==> config.mk <==
export PLATFORM = sky130hd
export DESIGN_NAME = an_regs
export DESIGN_NICKNAME = d
export VERILOG_FILES = /design/src/an_regs_pkg.sv /design/src/an_regs.sv
export SDC_FILE = /design/constraint.sdc
export NUM_CORES = 1
export LEC_CHECK = 0
export BUFFER_PORTS_ARGS = -buffer_cell sky130_fd_sc_hd__buf_2
export CAP_MARGIN = 30
export CORE_ASPECT_RATIO = 0.6
export CORE_UTILIZATION = 59
export CTS_BUF_LIST = sky130_fd_sc_hd__clkbuf_4 sky130_fd_sc_hd__clkbuf_8
export CTS_CLUSTER_SIZE = 12
export DETAILED_ROUTE_END_ITERATION = 10
export PLACE_DENSITY = 0.88
export SYNTH_ARGS = -nofsm -noshare
export SYNTH_HDL_FRONTEND = slang
export SYNTH_SLANG_ARGS = --single-unit
==> constraint.sdc <==
create_clock -name hclk -period 4.7 [get_ports hclk]
set_clock_uncertainty 0.05 [all_clocks]
set_input_delay 0.705 -clock hclk [delete_from_list [all_inputs] [get_ports hclk]]
set_output_delay 0.705 -clock hclk [all_outputs]
set_load 0.05 [all_outputs]
==> src/an_regs_pkg.sv <==
// constants and carrier types for the negotiation register bank
package an_regs_pkg;

  // word indices of the registers (byte address is four times the index)
  localparam logic [29:0] IDX_CONFIG = 30'h000004C0;
  localparam logic [29:0] IDX_COMMAND = 30'h000004C1;
  localparam logic [29:0] IDX_STATUS = 30'h000004C2;
  localparam logic [29:0] IDX_BASE_LOW = 30'h000004C3;
  localparam logic [29:0] IDX_BASE_HIGH = 30'h000004C4;
  localparam logic [29:0] IDX_NEXT_LOW = 30'h000004C5;
  localparam logic [29:0] IDX_NEXT_HIGH = 30'h000004C6;

  // reset values
  localparam logic [31:0] CONFIG_RESET = 32'h00000001;
  localparam logic [31:0] WORD_RESET = 32'h00000000;

  // configuration bits
  localparam int CFG_ENABLE = 0;
  localparam int CFG_USER_BASE = 1;
  localparam int CFG_USER_NEXT = 2;
  localparam int CFG_LOCAL_FAULT = 3;
  localparam int CFG_FORCE_NONCE = 4;
  localparam int CFG_OVERRIDE = 5;
  localparam logic [31:0] CONFIG_MASK = 32'h0000003F;

  // command bits
  localparam int CMD_RESET = 0;
  localparam int CMD_RESTART = 4;
  localparam int CMD_NEXT_PAGE = 8;

  // status bits
  localparam int ST_PAGE_RX = 1;
  localparam int ST_COMPLETE = 2;
  localparam int ST_FAULT_SENT = 3;
  localparam int ST_RX_QUIET = 4;
  localparam int ST_ABILITY = 5;
  localparam int ST_LINK = 6;
  localparam int ST_LP_ABLE = 7;
  localparam int ST_FEC = 8;
  localparam int ST_SEQ_FAIL = 9;
  localparam int ST_READY_LSB = 12;

  // override fields of the base page low word
  localparam int OVR_TECH_LSB = 16;
  localparam int OVR_FEC_LSB = 24;
  localparam int OVR_PAUSE_LSB = 28;
  localparam logic [31:0] BASE_LOW_MASK = 32'h733FFFFF;

  // link codeword bit positions
  localparam int PG_NP = 15;
  localparam int PG_ACK = 14;
  localparam int PG_RF = 13;
  localparam int PG_MP = 13;
  localparam int PG_SECOND_ACKNOWLEDGE_FLAG = 12;
  localparam int PG_TOGGLE = 11;
  localparam int PG_PAUSE_LSB = 10;
  localparam int PG_ECHO_LSB = 5;
  localparam int PG_TECH_LSB = 21;
  localparam int PG_FEC_LSB = 46;
  localparam int PG_PRBS = 49;
  localparam logic [10:0] NULL_MESSAGE = 11'h001;

  // link ready codes, one-hot except KX at zero
  localparam logic [5:0] READY_KX = 6'h00;
  localparam logic [5:0] READY_KX4 = 6'h01;
  localparam logic [5:0] READY_KR = 6'h04;
  localparam logic [5:0] READY_KR4 = 6'h08;
  localparam logic [5:0] READY_CR4 = 6'h10;
  localparam logic [5:0] READY_CR10 = 6'h20;

  // resolved technology
  typedef enum logic [2:0] {
    TECH_KX, TECH_KX4, TECH_KR, TECH_KR4, TECH_CR4, TECH_CR10
  } tech_e;

  // state and events reported by the negotiation engine
  typedef struct packed {
    logic page_rx;        // pulse: page received
    logic fault_sent;     // pulse: fault sent to partner
    logic complete;       // level: negotiation done
    logic rx_quiet;       // level: receive machine idle
    logic link_up;        // level: link status
    logic lp_able;        // level: partner can negotiate
    logic fec_on;         // level: fec negotiated
    logic seq_fail;       // level: sequencer failure
    tech_e resolved;      // resolved technology
    logic ack;            // acknowledge bit from machine
    logic second_acknowledge_flag;           // second acknowledge for null pages
    logic toggle;         // toggle bit for null pages
    logic prbs;           // pseudo-random page bit
    logic [4:0] echo;     // echoed nonce from machine
    logic tx_in_an;       // tx machine in negotiation state
    logic np_taken;       // pulse: next page consumed
  } engine_s;

  // advertised fields
  typedef struct packed {
    logic [5:0] tech;
    logic [1:0] fec;
    logic [2:0] pause;
  } adv_s;

endpackage

==> src/an_regs.sv <==
// negotiation control, status and page registers behind an AHB-Lite slave
//
// Overview of operation
// - command bit 0 resets negotiation machines, self-clears
// - command bit 4 restarts tx, only in negotiation
// - bit 8 announces next page, else null pages
// - next page flag travels in bit D15
// - page received flag set, cleared on read
// - status bit 2 shows negotiation complete
// - fault sent flag sticky, D13 carries fault
// - status bit 4 shows receive machine idle
// - status bit 5 ability tied to one
// - link status bit clears on read
// - status bit 7 shows partner ability
// - status bit 8 shows fec negotiated
// - status bit 9 shows sequencer failure
// - bits 17:12 link ready per technology, one-hot except KX reads zero
// - user base low word fills page bits 15:0 except ack bit 14 and echo bits 9:5
// - machine always drives page bit 49
// - override field 21:16 replaces technology bits
// - override field 25:24 replaces fec bits
// - override field 30:28 replaces pause bits
// - overrides act only with config bit 5
// - user base high word fills bits 47:16
// - user next low word fills next page
// - config bit 1 selects user base pages
// - config bit 2 selects user next pages
// - user next high maps to bits 47:16
`timescale 1ns/1ps
module an_regs
  import an_regs_pkg::*;
(
  // clock and reset
  input wire logic hclk,
  input wire logic hresetn,
  // ahb-lite slave
  input wire logic hsel,
  input wire logic [31:0] haddr,
  input wire logic [1:0] htrans,
  input wire logic hwrite,
  input wire logic [2:0] hsize,
  input wire logic [31:0] hwdata,
  input wire logic hready,
  output logic hreadyout,
  output logic hresp,
  output logic [31:0] hrdata,
  // negotiation engine side
  input wire engine_s engine,
  input wire adv_s adv_default,
  input wire logic [47:0] machine_page,
  output logic an_reset_pulse,
  output logic tx_restart_pulse,
  output logic np_announce_pulse,
  output logic an_enable,
  output logic force_nonce,
  output adv_s adv,
  output logic [49:0] tx_base_page,
  output logic [49:0] tx_next_page
);

  // technology to link ready code, one-hot except zero for KX
  function automatic logic [5:0] ready_code(input tech_e t);
    logic [5:0] c;
    c = READY_KX;
    unique case (t)
      TECH_KX: c = READY_KX;
      TECH_KX4: c = READY_KX4;
      TECH_KR: c = READY_KR;
      TECH_KR4: c = READY_KR4;
      TECH_CR4: c = READY_CR4;
      TECH_CR10: c = READY_CR10;
      default: c = READY_KX;
    endcase
    return c;
  endfunction

  // address phase capture
  logic dphase_q;            // data phase of a write pending
  logic [29:0] widx_q;       // word index of that write
  logic [31:0] cfg_q;        // configuration word
  logic [31:0] base_lo_q;    // user base low and overrides
  logic [31:0] base_hi_q;    // user base high
  logic [31:0] next_lo_q;    // user next low
  logic [31:0] next_hi_q;    // user next high
  logic np_pending_q;        // fresh next page loaded
  logic page_rx_q;           // sticky page received
  logic fault_q;             // sticky fault sent
  logic link_q;              // link status, cleared on read
  logic [31:0] hrdata_q;     // registered read data
  logic [31:0] status_w;     // assembled status word
  logic take;                // address phase accepted
  logic rd_status;           // status read accepted
  logic wr_cmd;              // command write in data phase
  logic [5:0] ovr_tech;      // technology override field

  // accept any valid transfer when the bus is ready
  assign take = hsel && htrans[1] && hready;
  assign rd_status = take && !hwrite && (haddr[31:2] == IDX_STATUS);
  assign wr_cmd = dphase_q && (widx_q == IDX_COMMAND);

  // always ready, always okay
  assign hreadyout = 1'b1;
  assign hresp = 1'b0;
  assign hrdata = hrdata_q;
  assign ovr_tech = base_lo_q[OVR_TECH_LSB +: 6];

  // remember write address for the data phase
  always_ff @(posedge hclk or negedge hresetn) begin
    if (!hresetn) begin
      dphase_q <= 1'b0;
      widx_q <= 30'h00000000;
    end else begin
      dphase_q <= take && hwrite;
      widx_q <= haddr[31:2];
    end
  end

  // software-written words
  always_ff @(posedge hclk or negedge hresetn) begin
    if (!hresetn) begin
      cfg_q <= CONFIG_RESET;
      base_lo_q <= WORD_RESET;
      base_hi_q <= WORD_RESET;
      next_lo_q <= WORD_RESET;
      next_hi_q <= WORD_RESET;
    end else if (dphase_q) begin
      unique case (widx_q)
        IDX_CONFIG: cfg_q <= hwdata & CONFIG_MASK;
        IDX_BASE_LOW: base_lo_q <= hwdata & BASE_LOW_MASK;
        IDX_BASE_HIGH: base_hi_q <= hwdata;
        IDX_NEXT_LOW: next_lo_q <= {16'h0000, hwdata[15:0]};
        IDX_NEXT_HIGH: next_hi_q <= hwdata;
        default: ; // command, status and unmapped words store nothing
      endcase
    end
  end

  // one-clock command pulses, command word reads back zero
  always_ff @(posedge hclk or negedge hresetn) begin
    if (!hresetn) begin
      an_reset_pulse <= 1'b0;
      tx_restart_pulse <= 1'b0;
      np_announce_pulse <= 1'b0;
    end else begin
      an_reset_pulse <= wr_cmd && hwdata[CMD_RESET];
      // restart only counts while tx is negotiating
      tx_restart_pulse <= wr_cmd && hwdata[CMD_RESTART]
        && engine.tx_in_an;
      np_announce_pulse <= wr_cmd && hwdata[CMD_NEXT_PAGE];
    end
  end

  // next page held loaded until the engine takes it or a reset pulse, set wins
  always_ff @(posedge hclk or negedge hresetn) begin
    if (!hresetn) begin
      np_pending_q <= 1'b0;
    end else if (wr_cmd && hwdata[CMD_NEXT_PAGE]) begin
      np_pending_q <= 1'b1;
    end else if (engine.np_taken || an_reset_pulse) begin
      np_pending_q <= 1'b0;
    end
  end

  // sticky status flags, set wins over clear on read
  always_ff @(posedge hclk or negedge hresetn) begin
    if (!hresetn) begin
      page_rx_q <= 1'b0;
      fault_q <= 1'b0;
      link_q <= 1'b0;
    end else begin
      page_rx_q <= engine.page_rx || (page_rx_q && !rd_status);
      fault_q <= engine.fault_sent || (fault_q && !rd_status);
      link_q <= engine.link_up || (link_q && !rd_status);
    end
  end

  // status word assembly
  always_comb begin
    status_w = 32'h00000000;
    status_w[ST_PAGE_RX] = page_rx_q;
    status_w[ST_COMPLETE] = engine.complete;
    status_w[ST_FAULT_SENT] = fault_q;
    status_w[ST_RX_QUIET] = engine.rx_quiet;
    status_w[ST_ABILITY] = 1'b1;
    status_w[ST_LINK] = link_q;
    status_w[ST_LP_ABLE] = engine.lp_able;
    status_w[ST_FEC] = engine.fec_on;
    status_w[ST_SEQ_FAIL] = engine.seq_fail;
    // ready code only while receive idle and link up
    if (engine.rx_quiet && engine.link_up) begin
      status_w[ST_READY_LSB +: 6] = ready_code(engine.resolved);
    end
  end

  // read data captured at the address phase edge
  always_ff @(posedge hclk or negedge hresetn) begin
    if (!hresetn) begin
      hrdata_q <= WORD_RESET;
    end else if (take && !hwrite) begin
      unique case (haddr[31:2])
        IDX_CONFIG: hrdata_q <= cfg_q;
        IDX_STATUS: hrdata_q <= status_w;
        IDX_BASE_LOW: hrdata_q <= base_lo_q;
        IDX_BASE_HIGH: hrdata_q <= base_hi_q;
        IDX_NEXT_LOW: hrdata_q <= next_lo_q;
        IDX_NEXT_HIGH: hrdata_q <= next_hi_q;
        default: hrdata_q <= WORD_RESET; // command and unmapped
      endcase
    end
  end

  // configuration levels and advertised fields
  always_ff @(posedge hclk or negedge hresetn) begin
    if (!hresetn) begin
      an_enable <= CONFIG_RESET[CFG_ENABLE];
      force_nonce <= 1'b0;
      adv <= '0;
    end else begin
      an_enable <= cfg_q[CFG_ENABLE];
      force_nonce <= cfg_q[CFG_FORCE_NONCE];
      if (cfg_q[CFG_OVERRIDE]) begin
        adv.tech <= ovr_tech[5:0];
        adv.fec <= base_lo_q[OVR_FEC_LSB +: 2];
        adv.pause <= base_lo_q[OVR_PAUSE_LSB +: 3];
      end else begin
        adv <= adv_default;
      end
    end
  end

  // base page: user words or machine page with patches
  always_ff @(posedge hclk or negedge hresetn) begin
    if (!hresetn) begin
      tx_base_page <= '0;
    end else begin
      if (cfg_q[CFG_USER_BASE]) begin
        tx_base_page[15:0] <= base_lo_q[15:0];
        tx_base_page[47:16] <= base_hi_q;
        tx_base_page[PG_ACK] <= engine.ack;
        tx_base_page[PG_ECHO_LSB +: 5] <= engine.echo;
      end else begin
        tx_base_page[47:0] <= machine_page;
        tx_base_page[PG_NP] <= np_pending_q;
        tx_base_page[PG_RF] <= cfg_q[CFG_LOCAL_FAULT];
        tx_base_page[PG_ACK] <= engine.ack;
        if (cfg_q[CFG_OVERRIDE]) begin
          tx_base_page[PG_TECH_LSB +: 6] <= ovr_tech[5:0];
          tx_base_page[PG_FEC_LSB +: 2] <=
            base_lo_q[OVR_FEC_LSB +: 2];
          tx_base_page[PG_PAUSE_LSB +: 3] <=
            base_lo_q[OVR_PAUSE_LSB +: 3];
        end
      end
      tx_base_page[48] <= 1'b0;
      tx_base_page[PG_PRBS] <= engine.prbs;
    end
  end

  // next page: user words when loaded, else null message
  always_ff @(posedge hclk or negedge hresetn) begin
    if (!hresetn) begin
      tx_next_page <= '0;
    end else begin
      if (cfg_q[CFG_USER_NEXT] && np_pending_q) begin
        tx_next_page[15:0] <= next_lo_q[15:0];
        tx_next_page[47:16] <= next_hi_q;
        tx_next_page[PG_ACK] <= engine.ack;
      end else begin
        tx_next_page[47:16] <= 32'h00000000;
        tx_next_page[PG_NP] <= 1'b0;
        tx_next_page[PG_ACK] <= engine.ack;
        tx_next_page[PG_MP] <= 1'b1;
        tx_next_page[PG_SECOND_ACKNOWLEDGE_FLAG] <= engine.second_acknowledge_flag;
        tx_next_page[PG_TOGGLE] <= engine.toggle;
        tx_next_page[10:0] <= NULL_MESSAGE;
      end
      tx_next_page[48] <= 1'b0;
      tx_next_page[PG_PRBS] <= engine.prbs;
    end
  end
endmodule

* Word level (Yosys, flattened, before mapping)
Cells that the tools add are included.
Operators by class: equality and inequality tests 17, muxes and demuxes 11, reductions and logical operators 27
Operators with widths (number):
- equality test 30 x 11 -> 1 bit (second input constant) | 12
- one-hot mux 32 bit (6 select lines) | 1
- two-way mux 48 bit | 2
- one-hot mux 6 bit (5 select lines) | 1
- logical AND 1 bit | 15
- two-way mux 6 bit | 2
- two-way mux 11 bit | 1
- AND reduction 2 bit | 5
- equality test 3 x 2 -> 1 bit (second input constant) | 2
- equality test 3 bit (second input constant) | 2
- logical OR 1 bit | 4
- equality test 3 x 1 -> 1 bit (second input constant) | 1
- two-way mux 3 bit | 1
- zero test 1 bit | 2
- two-way mux 1 bit | 2
- two-way mux 2 bit | 1
- nonzero test 2 bit | 1
Word-level totals: bits in registers 294, input port bits 155, output and inout bits 150, logic and storage cells 77

* Depth between registers and ports, before layout
Gate-level depths: netlist (run 1).
depth in word-level cells 7, depth in mapped cells 7

* Worst setup path before layout (run 1)
Ideal clock, no wire load.
kind reg2reg, start register widx_q[15], end register base_lo_q[10], library setup time 125 ps, arrival time 2003 ps, data required time 4525 ps, setup slack 2522 ps, cell stages (with the launch flop) 7, buffers on the path 2, clock period less this slack 2178 ps, cell sequence dfrtp_1 nor4_4 nand4_4 or4_1 buf_2 buf_6 mux2_4
On the way: longest elaborated chain between the ends 2
RTL lines:
- start, declared | line an_regs.sv:79 | logic [29:0] widx_q;
- start signal, assigned | line an_regs.sv:114 | widx_q <= haddr[31:2];
- equality test 30 x 11 -> 1 bit | line an_regs.sv:127 | unique case (widx_q)
- AND reduction 2 bit (no line)
- end signal, assigned | line an_regs.sv:129 | IDX_BASE_LOW: base_lo_q <= hwdata & BASE_LOW_MASK;
- end, declared | line an_regs.sv:81 | logic [31:0] base_lo_q;
Every way passes these cells. A chain may end at the register's enable or synchronous reset.

* Worst setup path in the final report (run 1)
start register widx_q[24], end register next_hi_q[31]
On the way: longest elaborated chain between the ends 2
RTL lines:
- equality test 30 x 11 -> 1 bit | line an_regs.sv:127
- AND reduction 2 bit (no line)
- end signal, assigned | line an_regs.sv:132 | IDX_NEXT_HIGH: next_hi_q <= hwdata;
- end, declared | line an_regs.sv:84 | logic [31:0] next_hi_q;
Every way passes these cells.

==> flow_summary.yaml, run 1 <==
clock_tree:
  h-tree-depth: 2
  cts_resized: 0
  clkTransAtPathRegs_ns: 0.07
  cts_buffers: 42
  hold_buffers: 0
  clk_latency_ns: 0.53
  clockBufferDepth: 3
  cts-root-buf: "clkbuf_8"
  cts_setup_buffers: 0
  cts_tree: "yes"
  numClockSinks: 292
die:
  die_area_sq_um: 20600
  die_h_um: 112
  start_util_pct: 61.2
  rows: 39
  num_io_pins: 305
  fp.dieW_um: 185
  core-area_sq_um: 19300
timing:
  worstMarginPinSlew_ns: 0.959
  setup_ws_ns: 1.94
  slew_headroom_pct: 36.0
  tns_ns: 0
  fin_crit_ns: 2.76
  fin_hold_ws_ns: 0.138
  max_freq_ghz: 0.362
  grt_setup_unrepaired: "false"
  setup_violations: 0
  finalCritPeriodShare_pct: 58.8
  final_hold_viol_count: 0
  report.final.slew_viol_count: 0
yosys:
  yosys.area_share.adder_pct: 0
  ys_ff_latch: 292
  synthArstFlopShare_pct: 100
  yosysWarningCount: 0
  avgSynthCellArea_sq_um: 14.1
  synth_area_sq_um: 11800
  synth_top_family_by_area: "multiplexers"
  synthDistinctLibCells: 55
  ys_seq_area_share_pct: 61.8
  synth-edff-count: 0
  synth_xor_area_share_pct: 0
  synthFlopType: "dfrtp_1"
  synthCells: 837
  yosys.area_share.simple_pct: 8.60
  synthMuxAreaShare_pct: 21.0
  synth-compound-area-share_pct: 5.85
worst_setup_path:
  crit_path_start_kind: "flip-flop"
  reg2reg_to: "next_hi_q[31]"
  max_stage_delay_ns: 0.63
  timing.rr.start: "widx_q[24]"
  worstPathArrival_ns: 3.11
  r2r_slack_ns: 1.94
  crit_fanout: 32
  required_ns: 5.05
  crit_path_end_kind: "flip-flop"
  crit_slowest_cell: "or4_2"
  crit_chain: "nor4_1, nand3_1, or4_2, buf_4, mux2_1"
  crit_type: "reg2reg"
  ff2ff_path_depth: 5
power:
  p_per_area_nw_per_um2: 361
  seqPwrFrac_pct: 50.1
  switching_share_pct: 24.2
  pwr-share-comb_pct: 8.0
  p_switching_uw: 1270
  power.share.clock_pct: 41.9
  power_leakage_uw: 0.00740
  peakVddDrop_mv: 0.278
  cell_internal_pwr_uw: 3970
routing:
  wire_per_inst_um: 22.2
  num_vias: 8216
  drt-initial-drc-count: 714
  viasPerCell: 5.75
  wl_um: 31800
  drt_first_pass_iters: 4
  route.detailed.drc: 0
  ant_nets: 0
final_layout:
  fill_cells: 1288
  area_growth_pct: 22.4
  post-route-util_pct: 74.9
  layout.nets: 1287
  multi_input_area_sq_um: 4230
  seqCellArea_sq_um: 7310
  drive_above_1_share_pct: 48.1
  design_area_sq_um: 14500
place:
  place_area_sq_um: 13500
  dp_slack_ns: 1.45
  portBuffers: 291
  hpwl_um: 21700
  place_congestion: 0.820
run:
  maxCapViolations: 0
global_route:
  grt_first_pass_wirelength_um: 49300
  grt.busiest_layer: "met2"
  global_route.usage.met2_pct: 47.1
  grt_use_total_pct: 31.9
  grt_overflow: 0
  antenna_found_initial: 2
  grt_use_met1_pct: 46.2
  grt_max_degree: 105
  grt_pass1_vias: 8476
  grt_use_met3_pct: 10.8
min_path:
  worst_hold_path_type: "in2async"
status:
  outcome: "completed"
## metrics by stage
stage | std cells | total power (uW)
after detailed placement | 1352 | 3080
after floorplan | 839 | 2880
after CTS | 1425 | 5260
after global routing | 1427 | 5430
final | 1428 | 5230
after global placement | 1350 | 3070
## power groups by stage
stage                     clock [uW]  sequential (uW)  combinational, uW
after floorplan                    0             2750                135
after global placement             0             2660                406
after detailed placement           0             2660                417
after CTS                       2220             2620                419
after global routing            2350             2620                450
final                           2190             2620                420
## layer usage
layer  vias up  wire length [um]
met2       426             14000
met5         -                 0
met3        40              3630
li1       3604                 -
met4         0               450
met1      4146             13600
## flip-flops by register name, summed over array words and instances, names as in the netlist
signal and cells:
adv 11, an_enable 1, an_reset_pulse 1, base_hi_q 32, base_lo_q 27, cfg_q 6
dphase_q 1, fault_q 1, force_nonce 1, hrdata 32, link_q 1, next_hi_q 32
next_lo_q 16, np_announce_pulse 1, np_pending_q 1, page_rx_q 1, tx_base_page 47, tx_next_page 49
tx_restart_pulse 1, widx_q 30
## cell usage after synthesis, types with 3 or more instances
| library cell | n | area share (%) |
|---|---|---|
| o21ai_0 | 18 | 0.76 |
| clkbuf_1 | 33 | 1.0 |
| and2_1 | 3 | 0.16 |
| dfrtp_1 | 290 | 61 |
| or3_1 | 4 | 0.21 |
| a22oi_1 | 3 | 0.19 |
| o2bb2ai_1 | 4 | 0.30 |
| a221oi_1 | 14 | 1.0 |
| o31ai_1 | 27 | 1.7 |
| and3_1 | 46 | 2.4 |
| mux2i_1 | 41 | 3.5 |
| nor4_1 | 8 | 0.42 |
| buf_4 | 6 | 0.38 |
| buf_6 | 5 | 0.48 |
| nand2_1 | 49 | 1.6 |
| o32a_1 | 3 | 0.25 |
| buf_1 | 7 | 0.22 |
| a21o_1 | 3 | 0.19 |
| mux2_4 | 50 | 6.3 |
| nor4b_1 | 3 | 0.22 |
| nor2b_1 | 7 | 0.37 |
| mux2_2 | 110 | 10 |
| a21oi_1 | 9 | 0.38 |
| inv_1 | 6 | 0.19 |
| nand3_1 | 6 | 0.25 |
| a221o_1 | 5 | 0.42 |
| nand2b_1 | 4 | 0.21 |
| buf_2 | 9 | 0.38 |
| mux2_1 | 7 | 0.67 |
| nor2_1 | 20 | 0.63 |
| nor4_4 | 3 | 0.54 |
## critical path: cells and delay by family, from the launching register on
family                 cells  cell delay, ns
AND/OR/NAND/NOR            3            1.44
buffers and inverters      1            0.37
flip-flops                 1            0.37
multiplexers               1            0.40
## cell families after synthesis
group / count (synthesis)
mux: 208
simple gates: 173
other cells: 2
flops: 292
buf+inv: 67
compound gates: 95
## placed cells by master (no fill, tap or decap), drive strengths merged, types with 5 or more instances in the layout
cell type / instances
buf: 309
dfrtp: 290
mux2: 167
clkbuf: 62
nand2: 49
and3: 46
mux2i: 41
o31ai: 27
nor2: 20
o21ai: 18
a221oi: 14
nor4: 12
a21oi: 9
nor2b: 7
inv: 6
nand3: 6
clkinv: 6
a221o: 5
## layout make-up
type                    instances  share of cell area [%]
clock inverters                11                   0.977
multi-input cells             480                    29.2
well taps                     266                    2.30
inverters                       7                   0.181
clock buffers                  62                    5.42
repair buffers                309                    11.4
diodes                          1                  0.0173
flip-flops and latches        292                    50.5
## worst max path at each step
stage | cells after the start | end | from
floorplan | 6 | base_lo_q[10] | widx_q[15]
global placement | 5 | hrdata[19] | haddr[3]
detailed placement | 5 | hrdata[21] | haddr[3]
CTS | 4 | base_lo_q[1] | widx_q[24]
global route | 5 | next_hi_q[31] | widx_q[24]
finish | 5 | next_hi_q[31] | widx_q[24]
Note: power is estimated with default switching activity, not from simulation.
==> run 2, diff against run 1 <==
CORE_UTILIZATION = 50   (was 59)
PLACE_DENSITY = 0.79   (was 0.88)
clock period = 2.29 ns   (was 4.7 ns; I/O delays follow)
==> flow_summary.yaml, run 2 (synthesis gave the netlist of run 1 again) <==
die:
  fp.dieW_um: 201
  rows: 43
  die_h_um: 121
  num_io_pins: 305
  die_area_sq_um: 24300
  core-area_sq_um: 23100
  start_util_pct: 51.1
status:
  violations: "negative setup slack"
  outcome: "finished with violations"
timing:
  final_hold_viol_count: 0
  setup_ws_ns: -0.0203
  worstMarginPinSlew_ns: 0.574
  slew_headroom_pct: 61.2
  setup_violations: 20
  grt_setup_unrepaired: "true"
  report.final.slew_viol_count: 0
  fin_crit_ns: 2.31
  finalCritPeriodShare_pct: 101
  max_freq_ghz: 0.433
worst_setup_path:
  required_ns: 2.69
  crit_fanout: 11
  path_common_cell: "buf_6"
  crit_path_start_kind: "flip-flop"
  crit_path_end_kind: "flip-flop"
  crit_chain: "nor4_2, nand3_4, buf_6, nor4_4, buf_6, buf_12, mux2_2"
  worstPathArrival_ns: 2.71
  crit_type: "reg2reg"
  max_stage_delay_ns: 0.48
  crit_slowest_cell: "nor4_2"
place:
  dp_slack_ns: -0.119
  hpwl_um: 23400
  place_area_sq_um: 13900
  place_congestion: 0.861
  portBuffers: 291
final_layout:
  regMostFlops: "tx_next_page"
  top_regs: "tx_next_page x49, tx_base_page x47"
  final_cell_mix: "buf_2 (290), dfrtp_1 (288), dlygate4sd3_1 (107)"
  post-route-util_pct: 69.5
  layout.nets: 1426
  largest_register_ffs: 49
  num_antenna_cells: 0
  drive_above_1_share_pct: 46.0
  final_common_cell: "buf_2"
  design_area_sq_um: 16100
  area_growth_pct: 36.0
power:
  p_per_area_nw_per_um2: 669
  peakVddDrop_mv: 0.337
  power_leakage_uw: 0.00808
  power_uw: 10800
clock_tree:
  numClockSinks: 292
  cts_buffers: 42
  clkTransAtPathRegs_ns: 0.07
  clockBufferDepth: 3
  h-tree-depth: 2
  clk_latency_ns: 0.56
  cts_tree: "yes"
  cts-root-buf: "clkbuf_8"
run:
  maxCapViolations: 0
min_path:
  worst_hold_path_type: "in2reg"
routing:
  wire_per_inst_um: 22.2
  drt_first_pass_iters: 5
  num_vias: 8846
  route.detailed.drc: 0
  viasPerCell: 5.47
  wl_um: 35900
  drt-initial-drc-count: 676
  ant_nets: 0
global_route:
  grt_overflow: 0
  grt_use_total_pct: 29.3
  antenna_found_initial: 2
  grt_pass1_vias: 8952
  grt_first_pass_wirelength_um: 53500
  grt_max_degree: 71
run 2: worst paths after layout:
path | startpoint | to | slack (ns) | cells after the start
max in group asynchronous | hresetn | base_hi_q[31] | 1.19 | 3
worst max register to register | widx_q[21] | base_hi_q[17] | -0.02 | 7
worst min register to register | cfg_q[0] | an_enable | 0.33 | 0
worst max-delay path | widx_q[21] | base_hi_q[17] | -0.02 | 7
min in group asynchronous | hresetn | widx_q[13] | 0.24 | 2
worst min-delay path | machine_page[10] | tx_base_page[10] | 0.02 | 3
run 2: worst max-delay path: cells and delay by family, from the launching register on:
| kind | cells | cell delay, ns |
|---|---|---|
| buf+inv | 3 | 0.53 |
| flops | 1 | 0.38 |
| mux | 1 | 0.33 |
| simple gates | 3 | 0.91 |
run 2: where the power goes:
part / total (uW) / switching [uW] / internal, uW
registers: 5380 / 86.3 / 5290
logic: 1050 / 604 / 443
clock network: 4340 / 1980 / 2360
run 2: metal layers:
layer  wire length [um]  vias to the layer above  track usage [%]
li1                   -                     3887                -
met1              15900                     4448             42.2
met2              15700                      431             42.4
met3               3390                       78             8.89
met4                925                        2             9.64
met5                 16                        -                0
run 2: area by class of cell:
class	instances	area, sq um
Multi-Input combinational cell	480	4370
Inverter	7	26.3
Clock inverter	4	28.8
Timing Repair Buffer	448	3090
Tap cell	315	394
Fill cell	1618	7050
Clock buffer	70	857
Sequential cell	292	7310
run 2: timing repair:
action	in CTS	in global routing
endpoints found under the setup margin	59	51
cloned	0	3
pin swaps	0	2
hold buffers	107	0
gates resized for setup	5	34
endpoints found under the hold margin	172	0
buffers inserted	0	3
run 2: stage by stage:
step / TNS, ns / std cells / hold slack [ns]
final: -0.278 / 1616 / 0.0227
after global routing: -5.84 / 1616 / 0.00471
after CTS: 0 / 1610 / 0.00106
after detailed placement: -3.30 / 1429 / 0.243
after global placement: -3.00 / 1429 / 0.240
after floorplan: 0 / 839 / -0.00209
